==> config.mk <==
export PLATFORM = sky130hd
export DESIGN_NAME = pmc_port
export DESIGN_NICKNAME = d
export VERILOG_FILES = /design/src/hdl/pmc_port.v
export VERILOG_INCLUDE_DIRS = /design/src /design/src/hdl
export SDC_FILE = /design/constraint.sdc
export NUM_CORES = 1
export LEC_CHECK = 0
export BUFFER_PORTS_ARGS = -buffer_cell sky130_fd_sc_hd__buf_4
export CAP_MARGIN = 20
export CORE_MARGIN = 3
export CORE_UTILIZATION = 51
export CTS_BUF_LIST = sky130_fd_sc_hd__clkbuf_4
export DETAILED_ROUTE_END_ITERATION = 7
export GPL_TIMING_DRIVEN = 0
export PLACE_DENSITY_LB_ADDON = 0.2
export SLEW_MARGIN = 20
export SYNTH_ARGS = -nofsm -noshare
export SYNTH_HDL_FRONTEND = slang
export SYNTH_SLANG_ARGS = --single-unit
export TNS_END_PERCENT = 1
==> constraint.sdc <==
create_clock -name clk -period 3.7 [get_ports clk]
set_input_delay 0.185 -clock clk [delete_from_list [all_inputs] [get_ports clk]]
set_output_delay 0.185 -clock clk [all_outputs]
set_load 0.05 [all_outputs]
==> src/hdl/pmc_defs.vh <==
// Register offsets, field positions, reset values and timing figures of the
// parallel master port configuration block.
// Assumes inclusion by bare name from the block's design file.
`ifndef PMC_DEFS_VH
`define PMC_DEFS_VH

// Register byte offsets on the APB bus
`define PMC_OFF_MODE 8'h00
`define PMC_OFF_STATUS 8'h04
`define PMC_OFF_STROBE 8'h08
`define PMC_OFF_ADDR_EN 8'h0c
`define PMC_OFF_CS1_CFG 8'h10
`define PMC_OFF_CS2_CFG 8'h14
`define PMC_OFF_CS1_BASE 8'h18
`define PMC_OFF_CS2_BASE 8'h1c
`define PMC_OFF_CS1_MODE 8'h20
`define PMC_OFF_CS2_MODE 8'h24
`define PMC_OFF_REQUEST 8'h28

// Reset values
`define PMC_CS1_BASE_RST 16'h0200
`define PMC_CS2_BASE_RST 16'h0600
`define PMC_REG_RST 16'h0000

// Status register fields
`define PMC_ST_BUSY 15
`define PMC_ST_ERROR 13
`define PMC_ST_TIMEOUT 12

// Strobe enable and latch timing fields
`define PMC_SE_WR_EN 15
`define PMC_SE_RD_EN 14
`define PMC_SE_BE1_EN 13
`define PMC_SE_BE0_EN 12
`define PMC_SE_ALW_HI 10
`define PMC_SE_ALW_LO 9
`define PMC_SE_HOLD 8

// Chip select configuration fields
`define PMC_CF_OFF 15
`define PMC_CF_CSP 14
`define PMC_CF_CSPEN 13
`define PMC_CF_BEP 12
`define PMC_CF_WRITE_STROBE_POLARITY 10
`define PMC_CF_READ_STROBE_POLARITY 9
`define PMC_CF_SM 8
`define PMC_CF_ACK_POLARITY_SEL 7
`define PMC_CF_W_HI 6
`define PMC_CF_W_LO 5
`define PMC_CF_MASK 16'hf7e0

// Chip select mode fields
`define PMC_MD_ACK_HI 15
`define PMC_MD_ACK_LO 14
`define PMC_MD_DW_HI 5
`define PMC_MD_DW_LO 2
`define PMC_MD_MASK 16'hc03c

// Request register fields
`define PMC_RQ_WRITE 24

// Masks of implemented bits
`define PMC_BASE_MASK 16'hff88
`define PMC_STROBE_MASK 16'hf77f

// Codes
`define PMC_MODE_MASTER 2'h3
`define PMC_WIDTH_RSVD 2'h3
`define PMC_WIDTH_16 2'h2
`define PMC_ACK_NONE 2'h0
`define PMC_ACK_TIMEOUT 2'h1

// Timing in instruction cycles, and quarter cycles per instruction cycle
`define PMC_ACK_MAX_TCY 16'd255
`define PMC_QTR_PER_TCY 16'd4

`endif

==> src/hdl/pmc_port.v <==
// Configuration, status and chip-select timing of a parallel master port.
// Assumes an APB master on clk and external parts on the strobe pins.
//
// Summary of operation
// - Busy flag reads one while a master transaction runs, only in master mode.
// - Illegal transaction request sets a sticky error flag cleared by software.
// - Acknowledge time-out sets a sticky time-out flag cleared only by software.
// - Eight bits give top of reserved space; zero means top is 0xffffff.
// - Four bits enable write, read, high and low byte-enable pins.
// - Two bits set latch strobe width of 1/2 to 3 1/2 cycles.
// - One bit sets address hold after latch strobe: 1/4 or 1 1/4 cycles.
// - Seven bits make address pins 22 to 16 port lines or general I/O.
// - Address pins 15 and 14 enabled as address or chip select, else I/O.
// - Address pins 13 to 3 enabled as port address lines, else I/O.
// - Address pins 2 to 0 enabled as address or latch strobe, else I/O.
// - Per chip select, a disable bit switches its function off.
// - Per chip select, a polarity bit sets chip select active level.
// - Per chip select, a bit enables its chip select pin.
// - Per chip select, a polarity bit sets both byte-enable active levels.
// - Write polarity bit sets write strobe level, or enable strobe level.
// - Read polarity bit sets read strobe level, or direction signal level.
// - Strobe style bit selects direction plus enable, or separate strobes.
// - Acknowledge polarity bit sets active level of the acknowledge input.
// - Width field: 10 is 16 bits, 01 is 4 bits, 00 is 8; 11 reserved.
// - Base holds address bits 23 to 15 and 11; resets 0x0200 and 0x0600.
// - Second base written zero extends first chip select to top of space.
// - Port mode field value 11 selects master mode.
// - Acknowledge ends a transfer, optionally timing out after wait or 255 cycles.
//
// The implementer's own choices: the APB slave port and the address map.
`include "pmc_defs.vh"
`timescale 1ns/100ps
`default_nettype none

module pmc_port #(
	parameter QTR_CLKS = 2
) (
	// Clock and reset
	input wire clk,
	input wire reset,
	// APB slave
	input wire psel,
	input wire penable,
	input wire pwrite,
	input wire [7:0] paddr,
	input wire [31:0] pwdata,
	output reg [31:0] prdata,
	output reg pready,
	output reg pslverr,
	// Acknowledge pins
	input wire ack_input_one,
	input wire ack_input_two,
	// Address pins and latch strobe
	output reg [22:0] address_bus_out,
	output reg [22:0] address_bus_oe,
	output reg latch_strobe_low,
	// Chip selects
	output reg chip_select_one_out,
	output reg chip_select_one_oe,
	output reg chip_select_two_out,
	output reg chip_select_two_oe,
	// Strobes and byte enables
	output reg write_strobe_out,
	output reg write_strobe_oe,
	output reg read_strobe_out,
	output reg read_strobe_oe,
	output reg low_byte_enable_out,
	output reg low_byte_enable_oe,
	output reg high_byte_enable_out,
	output reg high_byte_enable_oe
);

	// ---------------------------------------------------------------
	// Constants
	// ---------------------------------------------------------------
	localparam [2:0] ST_IDLE = 3'h0;
	localparam [2:0] ST_LATCH = 3'h1;
	localparam [2:0] ST_HOLD = 3'h2;
	localparam [2:0] ST_STROBE = 3'h3;
	localparam [2:0] ST_ACKW = 3'h4;
	localparam [2:0] ST_END = 3'h5;
	localparam [15:0] QTR = QTR_CLKS[15:0];

	// ---------------------------------------------------------------
	// Registers
	// ---------------------------------------------------------------
	reg [1:0] port_mode_q;
	reg err_q;
	reg tmo_q;
	reg [7:0] reserved_space_top;
	reg [15:0] strobe_q;
	reg [15:0] low_pins_q;
	reg [15:0] cfg_q [0:1];
	reg [15:0] base_q [0:1];
	reg [15:0] mode_q [0:1];
	reg [2:0] st_q;
	reg [2:0] st_d;
	reg [15:0] cnt_q;
	reg [15:0] cnt_d;
	reg sel2_q;
	reg wr_q;
	reg [23:0] addr_q;
	reg tmo_pend_q;
	reg busy_q;
	reg [1:0] ack_s1_q;
	reg [1:0] ack_s2_q;
	reg [1:0] ack_s3_q;
	reg [1:0] ack_f_q;

	wire acc_wr = psel & penable & pwrite;
	wire wr_status = acc_wr & (paddr == `PMC_OFF_STATUS);
	wire wr_req = acc_wr & (paddr == `PMC_OFF_REQUEST);
	wire master = (port_mode_q == `PMC_MODE_MASTER);

	// ---------------------------------------------------------------
	// Acknowledge synchronisers
	// ---------------------------------------------------------------
	genvar gi;
	generate
		for (gi = 0; gi < 2; gi = gi + 1) begin : g_ack
			always @(posedge clk) begin
				if (reset) begin
					ack_s1_q[gi] <= 1'b0;
					ack_s2_q[gi] <= 1'b0;
					ack_s3_q[gi] <= 1'b0;
					ack_f_q[gi] <= 1'b0;
				end else begin
					ack_s1_q[gi] <= (gi == 0) ? ack_input_one : ack_input_two;
					ack_s2_q[gi] <= ack_s1_q[gi];
					ack_s3_q[gi] <= ack_s2_q[gi];
					if (ack_s2_q[gi] == ack_s3_q[gi])
						ack_f_q[gi] <= ack_s3_q[gi];
				end
			end
		end
	endgenerate

	// ---------------------------------------------------------------
	// Address decode of a new request
	// ---------------------------------------------------------------
	wire [23:0] rq_addr = pwdata[23:0];
	wire [23:0] base1 = {base_q[0][15:7], 3'h0, base_q[0][3], 11'h000};
	wire [23:0] base2 = {base_q[1][15:7], 3'h0, base_q[1][3], 11'h000};
	wire cs2_none = (base_q[1] == 16'h0000);
	wire below_top = (reserved_space_top == 8'h00) ||
		(rq_addr < {reserved_space_top, 16'h0000});
	wire hit2 = !cs2_none && (rq_addr >= base2) && below_top;
	wire hit1 = (rq_addr >= base1) && (cs2_none || rq_addr < base2);
	wire ok1 = hit1 & !cfg_q[0][`PMC_CF_OFF] &
		(cfg_q[0][`PMC_CF_W_HI:`PMC_CF_W_LO] != `PMC_WIDTH_RSVD);
	wire ok2 = hit2 & !cfg_q[1][`PMC_CF_OFF] &
		(cfg_q[1][`PMC_CF_W_HI:`PMC_CF_W_LO] != `PMC_WIDTH_RSVD);
	wire legal = master & !busy_q & (ok1 | ok2);
	wire start = wr_req & legal;

	// ---------------------------------------------------------------
	// Timing counts
	// ---------------------------------------------------------------
	wire [15:0] cfg = sel2_q ? cfg_q[1] : cfg_q[0];
	wire [15:0] mode = sel2_q ? mode_q[1] : mode_q[0];
	wire [1:0] ack_usage_select = mode[`PMC_MD_ACK_HI:`PMC_MD_ACK_LO];
	wire [15:0] dwait = {12'h000, mode[`PMC_MD_DW_HI:`PMC_MD_DW_LO]};
	wire [15:0] lw = {14'h0000, strobe_q[`PMC_SE_ALW_HI:`PMC_SE_ALW_LO]};
	wire [15:0] latch_cnt = (lw * 16'd4 + 16'd2) * QTR - 16'd1;
	wire [15:0] hold_cnt = (strobe_q[`PMC_SE_HOLD] ? 16'd5 : 16'd1) * QTR - 16'd1;
	wire [15:0] strobe_cnt = (dwait * 16'd4 + (wr_q ? 16'd2 : 16'd3)) * QTR - 16'd1;
	wire [15:0] tmo_tcy = (dwait == 16'h0000) ? `PMC_ACK_MAX_TCY : dwait;
	wire [15:0] tmo_cnt = tmo_tcy * `PMC_QTR_PER_TCY * QTR - 16'd1;
	wire ack_now = ((sel2_q ? ack_f_q[1] : ack_f_q[0]) == cfg[`PMC_CF_ACK_POLARITY_SEL]);

	// ---------------------------------------------------------------
	// Transaction sequencer
	// ---------------------------------------------------------------
	always @* begin
		st_d = st_q;
		cnt_d = cnt_q;
		case (st_q)
			ST_IDLE: begin
				if (start) begin
					st_d = ST_LATCH;
					cnt_d = latch_cnt;
				end
			end
			ST_LATCH: begin
				if (cnt_q == 16'h0000) begin
					st_d = ST_HOLD;
					cnt_d = hold_cnt;
				end else
					cnt_d = cnt_q - 16'd1;
			end
			ST_HOLD: begin
				if (cnt_q == 16'h0000) begin
					st_d = ST_STROBE;
					cnt_d = strobe_cnt;
				end else
					cnt_d = cnt_q - 16'd1;
			end
			ST_STROBE: begin
				if (cnt_q != 16'h0000)
					cnt_d = cnt_q - 16'd1;
				else if (ack_usage_select == `PMC_ACK_NONE)
					st_d = ST_END;
				else begin
					st_d = ST_ACKW;
					cnt_d = tmo_cnt;
				end
			end
			ST_ACKW: begin
				if (ack_now)
					st_d = ST_END;
				else if (ack_usage_select == `PMC_ACK_TIMEOUT && cnt_q == 16'h0000)
					st_d = ST_END;
				else if (ack_usage_select == `PMC_ACK_TIMEOUT)
					cnt_d = cnt_q - 16'd1;
			end
			ST_END: begin
				st_d = ST_IDLE;
			end
			default: begin
				st_d = ST_IDLE;
			end
		endcase
	end

	wire tmo_hit = (st_q == ST_ACKW) && !ack_now &&
		(ack_usage_select == `PMC_ACK_TIMEOUT) && (cnt_q == 16'h0000);

	always @(posedge clk) begin
		if (reset) begin
			st_q <= ST_IDLE;
			cnt_q <= 16'h0000;
			sel2_q <= 1'b0;
			wr_q <= 1'b0;
			addr_q <= 24'h000000;
			tmo_pend_q <= 1'b0;
			busy_q <= 1'b0;
		end else begin
			st_q <= st_d;
			cnt_q <= cnt_d;
			busy_q <= (st_d != ST_IDLE);
			if (start) begin
				sel2_q <= ~ok1;
				wr_q <= pwdata[`PMC_RQ_WRITE];
				addr_q <= rq_addr;
			end
			if (tmo_hit)
				tmo_pend_q <= 1'b1;
			else if (st_q == ST_END)
				tmo_pend_q <= 1'b0;
		end
	end

	// ---------------------------------------------------------------
	// Pin drive
	// ---------------------------------------------------------------
	wire cs_act = (st_q == ST_LATCH) || (st_q == ST_HOLD) ||
		(st_q == ST_STROBE) || (st_q == ST_ACKW);
	wire stb_act = (st_q == ST_STROBE) || (st_q == ST_ACKW);
	wire sm = cfg[`PMC_CF_SM];
	wire write_strobe_polarity = cfg[`PMC_CF_WRITE_STROBE_POLARITY];
	wire read_strobe_polarity = cfg[`PMC_CF_READ_STROBE_POLARITY];
	wire byte_enable_polarity = cfg[`PMC_CF_BEP];
	wire wide = (cfg[`PMC_CF_W_HI:`PMC_CF_W_LO] == `PMC_WIDTH_16);

	always @(posedge clk) begin
		if (reset) begin
			address_bus_out <= 23'h000000;
			address_bus_oe <= 23'h000000;
			latch_strobe_low <= 1'b0;
			chip_select_one_out <= 1'b1;
			chip_select_one_oe <= 1'b0;
			chip_select_two_out <= 1'b1;
			chip_select_two_oe <= 1'b0;
			write_strobe_out <= 1'b1;
			write_strobe_oe <= 1'b0;
			read_strobe_out <= 1'b1;
			read_strobe_oe <= 1'b0;
			low_byte_enable_out <= 1'b1;
			low_byte_enable_oe <= 1'b0;
			high_byte_enable_out <= 1'b1;
			high_byte_enable_oe <= 1'b0;
		end else begin
			address_bus_out <= addr_q[22:0];
			address_bus_oe[22:16] <= strobe_q[6:0];
			address_bus_oe[15:14] <= low_pins_q[15:14];
			address_bus_oe[13:3] <= low_pins_q[13:3];
			address_bus_oe[2:0] <= low_pins_q[2:0];
			latch_strobe_low <= (st_q == ST_LATCH) & low_pins_q[0];
			chip_select_one_out <= (cs_act & !sel2_q) ? cfg_q[0][`PMC_CF_CSP] :
				~cfg_q[0][`PMC_CF_CSP];
			chip_select_two_out <= (cs_act & sel2_q) ? cfg_q[1][`PMC_CF_CSP] :
				~cfg_q[1][`PMC_CF_CSP];
			chip_select_one_oe <= cfg_q[0][`PMC_CF_CSPEN] & !cfg_q[0][`PMC_CF_OFF];
			chip_select_two_oe <= cfg_q[1][`PMC_CF_CSPEN] & !cfg_q[1][`PMC_CF_OFF];
			if (sm) begin
				write_strobe_out <= stb_act ? write_strobe_polarity : ~write_strobe_polarity;
				read_strobe_out <= (cs_act & !wr_q) ? read_strobe_polarity : ~read_strobe_polarity;
			end else begin
				write_strobe_out <= (stb_act & wr_q) ? write_strobe_polarity : ~write_strobe_polarity;
				read_strobe_out <= (stb_act & !wr_q) ? read_strobe_polarity : ~read_strobe_polarity;
			end
			low_byte_enable_out <= cs_act ? byte_enable_polarity : ~byte_enable_polarity;
			high_byte_enable_out <= (cs_act & wide) ? byte_enable_polarity : ~byte_enable_polarity;
			write_strobe_oe <= strobe_q[`PMC_SE_WR_EN];
			read_strobe_oe <= strobe_q[`PMC_SE_RD_EN];
			high_byte_enable_oe <= strobe_q[`PMC_SE_BE1_EN];
			low_byte_enable_oe <= strobe_q[`PMC_SE_BE0_EN];
		end
	end

	// ---------------------------------------------------------------
	// Register writes and flags
	// ---------------------------------------------------------------
	wire err_set = wr_req & !legal;
	wire tmo_set = (st_q == ST_END) & tmo_pend_q;

	always @(posedge clk) begin
		if (reset) begin
			port_mode_q <= 2'h0;
			err_q <= 1'b0;
			tmo_q <= 1'b0;
			reserved_space_top <= 8'h00;
			strobe_q <= `PMC_REG_RST;
			low_pins_q <= `PMC_REG_RST;
			cfg_q[0] <= `PMC_REG_RST;
			cfg_q[1] <= `PMC_REG_RST;
			base_q[0] <= `PMC_CS1_BASE_RST;
			base_q[1] <= `PMC_CS2_BASE_RST;
			mode_q[0] <= `PMC_REG_RST;
			mode_q[1] <= `PMC_REG_RST;
		end else begin
			// Set wins over a clear in the same cycle
			err_q <= err_set | (err_q & !(wr_status & !pwdata[`PMC_ST_ERROR]));
			tmo_q <= tmo_set | (tmo_q & !(wr_status & !pwdata[`PMC_ST_TIMEOUT]));
			if (wr_status)
				reserved_space_top <= pwdata[7:0];
			if (acc_wr) begin
				case (paddr)
					`PMC_OFF_MODE: port_mode_q <= pwdata[1:0];
					`PMC_OFF_STROBE: strobe_q <= pwdata[15:0] & `PMC_STROBE_MASK;
					`PMC_OFF_ADDR_EN: low_pins_q <= pwdata[15:0];
					`PMC_OFF_CS1_CFG: cfg_q[0] <= pwdata[15:0] & `PMC_CF_MASK;
					`PMC_OFF_CS2_CFG: cfg_q[1] <= pwdata[15:0] & `PMC_CF_MASK;
					`PMC_OFF_CS1_BASE: base_q[0] <= pwdata[15:0] & `PMC_BASE_MASK;
					`PMC_OFF_CS2_BASE: base_q[1] <= pwdata[15:0] & `PMC_BASE_MASK;
					`PMC_OFF_CS1_MODE: mode_q[0] <= pwdata[15:0] & `PMC_MD_MASK;
					`PMC_OFF_CS2_MODE: mode_q[1] <= pwdata[15:0] & `PMC_MD_MASK;
					default: begin
					end
				endcase
			end
		end
	end

	// ---------------------------------------------------------------
	// APB read and answer
	// ---------------------------------------------------------------
	reg [15:0] rd_d;
	reg map_d;

	always @* begin
		rd_d = 16'h0000;
		map_d = 1'b1;
		case (paddr)
			`PMC_OFF_MODE: rd_d = {14'h0000, port_mode_q};
			`PMC_OFF_STATUS: rd_d = {busy_q & master, 1'b0, err_q, tmo_q, 4'h0,
				reserved_space_top};
			`PMC_OFF_STROBE: rd_d = strobe_q;
			`PMC_OFF_ADDR_EN: rd_d = low_pins_q;
			`PMC_OFF_CS1_CFG: rd_d = cfg_q[0];
			`PMC_OFF_CS2_CFG: rd_d = cfg_q[1];
			`PMC_OFF_CS1_BASE: rd_d = base_q[0];
			`PMC_OFF_CS2_BASE: rd_d = base_q[1];
			`PMC_OFF_CS1_MODE: rd_d = mode_q[0];
			`PMC_OFF_CS2_MODE: rd_d = mode_q[1];
			`PMC_OFF_REQUEST: rd_d = 16'h0000;
			default: map_d = 1'b0;
		endcase
	end

	always @(posedge clk) begin
		if (reset) begin
			prdata <= 32'h00000000;
			pready <= 1'b0;
			pslverr <= 1'b0;
		end else begin
			pready <= psel & !penable;
			if (psel & !penable) begin
				prdata <= {16'h0000, rd_d};
				pslverr <= !map_d;
			end else
				pslverr <= 1'b0;
		end
	end

endmodule

`default_nettype wire

==> key figures <==
Synthesis
  – Flops & latches, synth: 225
  – Syn Area/Cell: 9.507 sq um
  – Netlist cell types: 70
  – Fraction of registers with async set or reset after synthesis: 0
  – Synth area leader: dfxtp_1
  – Synth area leaders: dfxtp_1 (35%), edfxtp_1 (16%), nand2_1 (4.9%), a21oi_1 (4.2%), ha_1 (4.1%)
  – Main synth FF type: dfxtp_1
  – Cell Area, Synth: 9878 sq um
  – Yosys warnings: 0
  – Synth top area share: 0.3506
  – Sequential share of the synthesized area: 0.5087
  – Post-synth EDFFs: 52
  – Cells after Synth: 1,039

STA
  – Setup tns final: 0 ns
  – Final setup fails: 0
  – RSZ-0062 raised after global routing: false
  – Slew HR: 0.4165
  – Worst-Margin Slew: 0.8753 ns
  – Worst clock skew: 0.05548 ns
  – FMAX: 301.6 MHz
  – Max-slew violations: 0
  – Final Hold Vio Count: 0
  – Tmin final: 3.316 ns
  – Final Cycle Share: 0.8961

Route
  – Starting DRT DRC Count: 849
  – ANT nets after route: 0
  – # DRC: 0
  – Final wirelength: 31,560 um
  – Routed via count: 9,014
  – First-pass iteration count of the detailed router: 6
  – Vias per inst: 5.720
  – Routed wire per std cell: 20.03 um

Global route
  – Initial antenna violation count: 1
  – Vias in the first global route: 8,824
  – First-pass GRT wire length: 48,660 um
  – Largest net degree at the start of global routing: 19
  – Gr usage total: 0.2934
  – Gr ovfl total: 0

Clock network
  – Bufs on Longest Clock Path: 3
  – Clock-pin slew on the worst setup and hold paths: 0.06 ns
  – CTS tree: built
  – Clk sink count: 225
  – H-tree depth: 2
  – CTS buffer count: 59
  – Clock root cell: clkbuf_4
  – Clock Latency Late Sink: 0.72 ns

Layout
  – Final #Nets: 1,348
  – Area of the multi-input gates: 4402 sq um
  – Fill cells: 1,645
  – Share of post-route cells with drive strength above 1: 0.1867
  – Reg area: 5025 sq um
  – Most frequent cells in the layout: dfxtp_1 (173), buf_4 (131), nand2_1 (130)
  – Commonest non-fill, non-tap cell in the layout: dfxtp_1
  – Non-filler cells, final: 1,576
  – Synth-to-Final Area Change: 24.04%

Floorplan
  – Die Height: 145.2 um
  – Core region area: 18,890 sq um
  – Die W: 145.2 um
  – # IOs: 140
  – Die Area: 21,070 sq um
  – Placement Rows: 50
  – Initial core utilization: 0.5228

Place
  – Post-Place Cells: 1,429
  – DP HPWL: 22,470 um
  – IO buf count: 115
  – Gpl congestion: 0.9545

Power
  – PwrDens: 417.7 nW/um^2
  – Total power: 5.118 mW
  – Total leakage power: 4.957 nW
  – Peak VDD IR: 0.2749 mV

Worst setup path
  – Crit Path Class: input pin to flip-flop
  – CP Data Arrival Time: 3.83 ns
  – Critical Path End Type: flip-flop
  – Worst Path Max Fanout: 9
  – WP data required: 4.22 ns
  – Startpoint Class: input pin

Worst hold path
  – Worst Hold Class: input pin to flip-flop

Outcome
  – Status: finished, final reports clean

Flow run
  – Max cap viols: 0
==> stage by stage <==
stage / setup slack (ns) / hold WS, ns / util / cell area, sq um
6_report: 0.3843 / 0.1868 / 0.6485 / 12250
3_3_place_gp: 0.6733 / 0.4043 / 0.5887 / 11120
3_5_place_dp: 0.6526 / 0.4071 / 0.5887 / 11120
5_1_grt: 0.3432 / 0.2183 / 0.6485 / 12250
2_1_floorplan: 1.298 / 0.3132 / - / 9935
4_1_cts: 0.5168 / 0.1339 / 0.6480 / 12240
==> final timing paths <==
check	from	endpoint	slack [ns]	depth (start not counted)
max	paddr[4]	cnt_q[13]	0.38	10
min	paddr[0]	port_mode_q[1]	0.19	6
max reg2reg	base_q[0][9]	cnt_q[6]	0.52	10
min reg2reg	ack_s1_q[1]	ack_s2_q[1]	0.43	1
==> metal layers <==
metal	track usage	wire length, um
met3	0.05372	2912
met1	0.3647	12030
met4	0.1334	1387
met2	0.4984	15230
met5	0	0
==> layout make-up <==
| cell class | instances | area share |
|---|---|---|
| diodes | 4 | 0.0008169 |
| plain buffers | 68 | 0.02798 |
| clock buffers | 86 | 0.05269 |
| clock inverters | 18 | 0.006842 |
| inverters | 44 | 0.01348 |
| multi-input cells | 717 | 0.3592 |
| flip-flops and latches | 225 | 0.4101 |
| well taps | 260 | 0.02655 |
| repair buffers | 154 | 0.1023 |
==> synthesized netlist by cell type (5+ instances only) <==
cell / instances
dfxtp_1: 173
nand2_1: 130
a21oi_1: 82
nor2_1: 73
nor2b_1: 60
edfxtp_1: 52
o21ai_0: 47
inv_1: 44
clkbuf_1: 40
ha_1: 32
mux2i_1: 30
and2_1: 26
a22oi_1: 21
nand3_1: 20
buf_4: 16
nor3_1: 13
a221oi_1: 12
o22a_1: 12
a31oi_1: 11
nor4_1: 11
o211ai_1: 9
nand4_1: 7
nor3b_1: 6
o31ai_1: 6
o32ai_1: 6
or3_1: 6
a222oi_1: 5
a22o_1: 5
buf_1: 5
o22ai_1: 5
xnor2_1: 5
==> logic make-up after synthesis <==
group,count (synthesis),synth area share
compound gates,252,0.1688
xor+xnor,9,0.007979
fa+ha+maj,32,0.04053
buf+inv,112,0.05143
flops,225,0.5087
mux,32,0.03268
other cells,1,0.0003796
simple gates,376,0.1895
==> critical path, cell delays in order <==
cell and delay [ns]:
dlygate4sd3_1 0.56, buf_4 0.16, or4b_4 0.56, dlygate4sd3_1 0.60
nor3_2 0.26, nor3b_4 0.29, o211a_1 0.22, a32oi_2 0.35
a21boi_2 0.50, a221oi_2 0.13
==> sequential cells by signal, summed over array words and instances (netlist names), 16 cells and up <==
name,flops
cnt_q,16
address_bus_out,23
prdata,16
addr_q,23
cfg_q,20
address_bus_oe,23
low_pins_q,16
base_q,20
==> where the power goes <==
group | switching, mW | internal (mW) | total (mW)
clock network | 1.02 | 1.07 | 2.08
logic | 0.292 | 0.146 | 0.438
registers | 0.0372 | 2.56 | 2.60
==> timing repair <==
action | in CTS | in global routing
endpoints found under the hold margin | 119 | 0
hold buffers | 39 | 0
resized for setup | 0 | 0
setup buffers | 0 | 0
No activity file was read; power rests on OpenSTA's default activity.
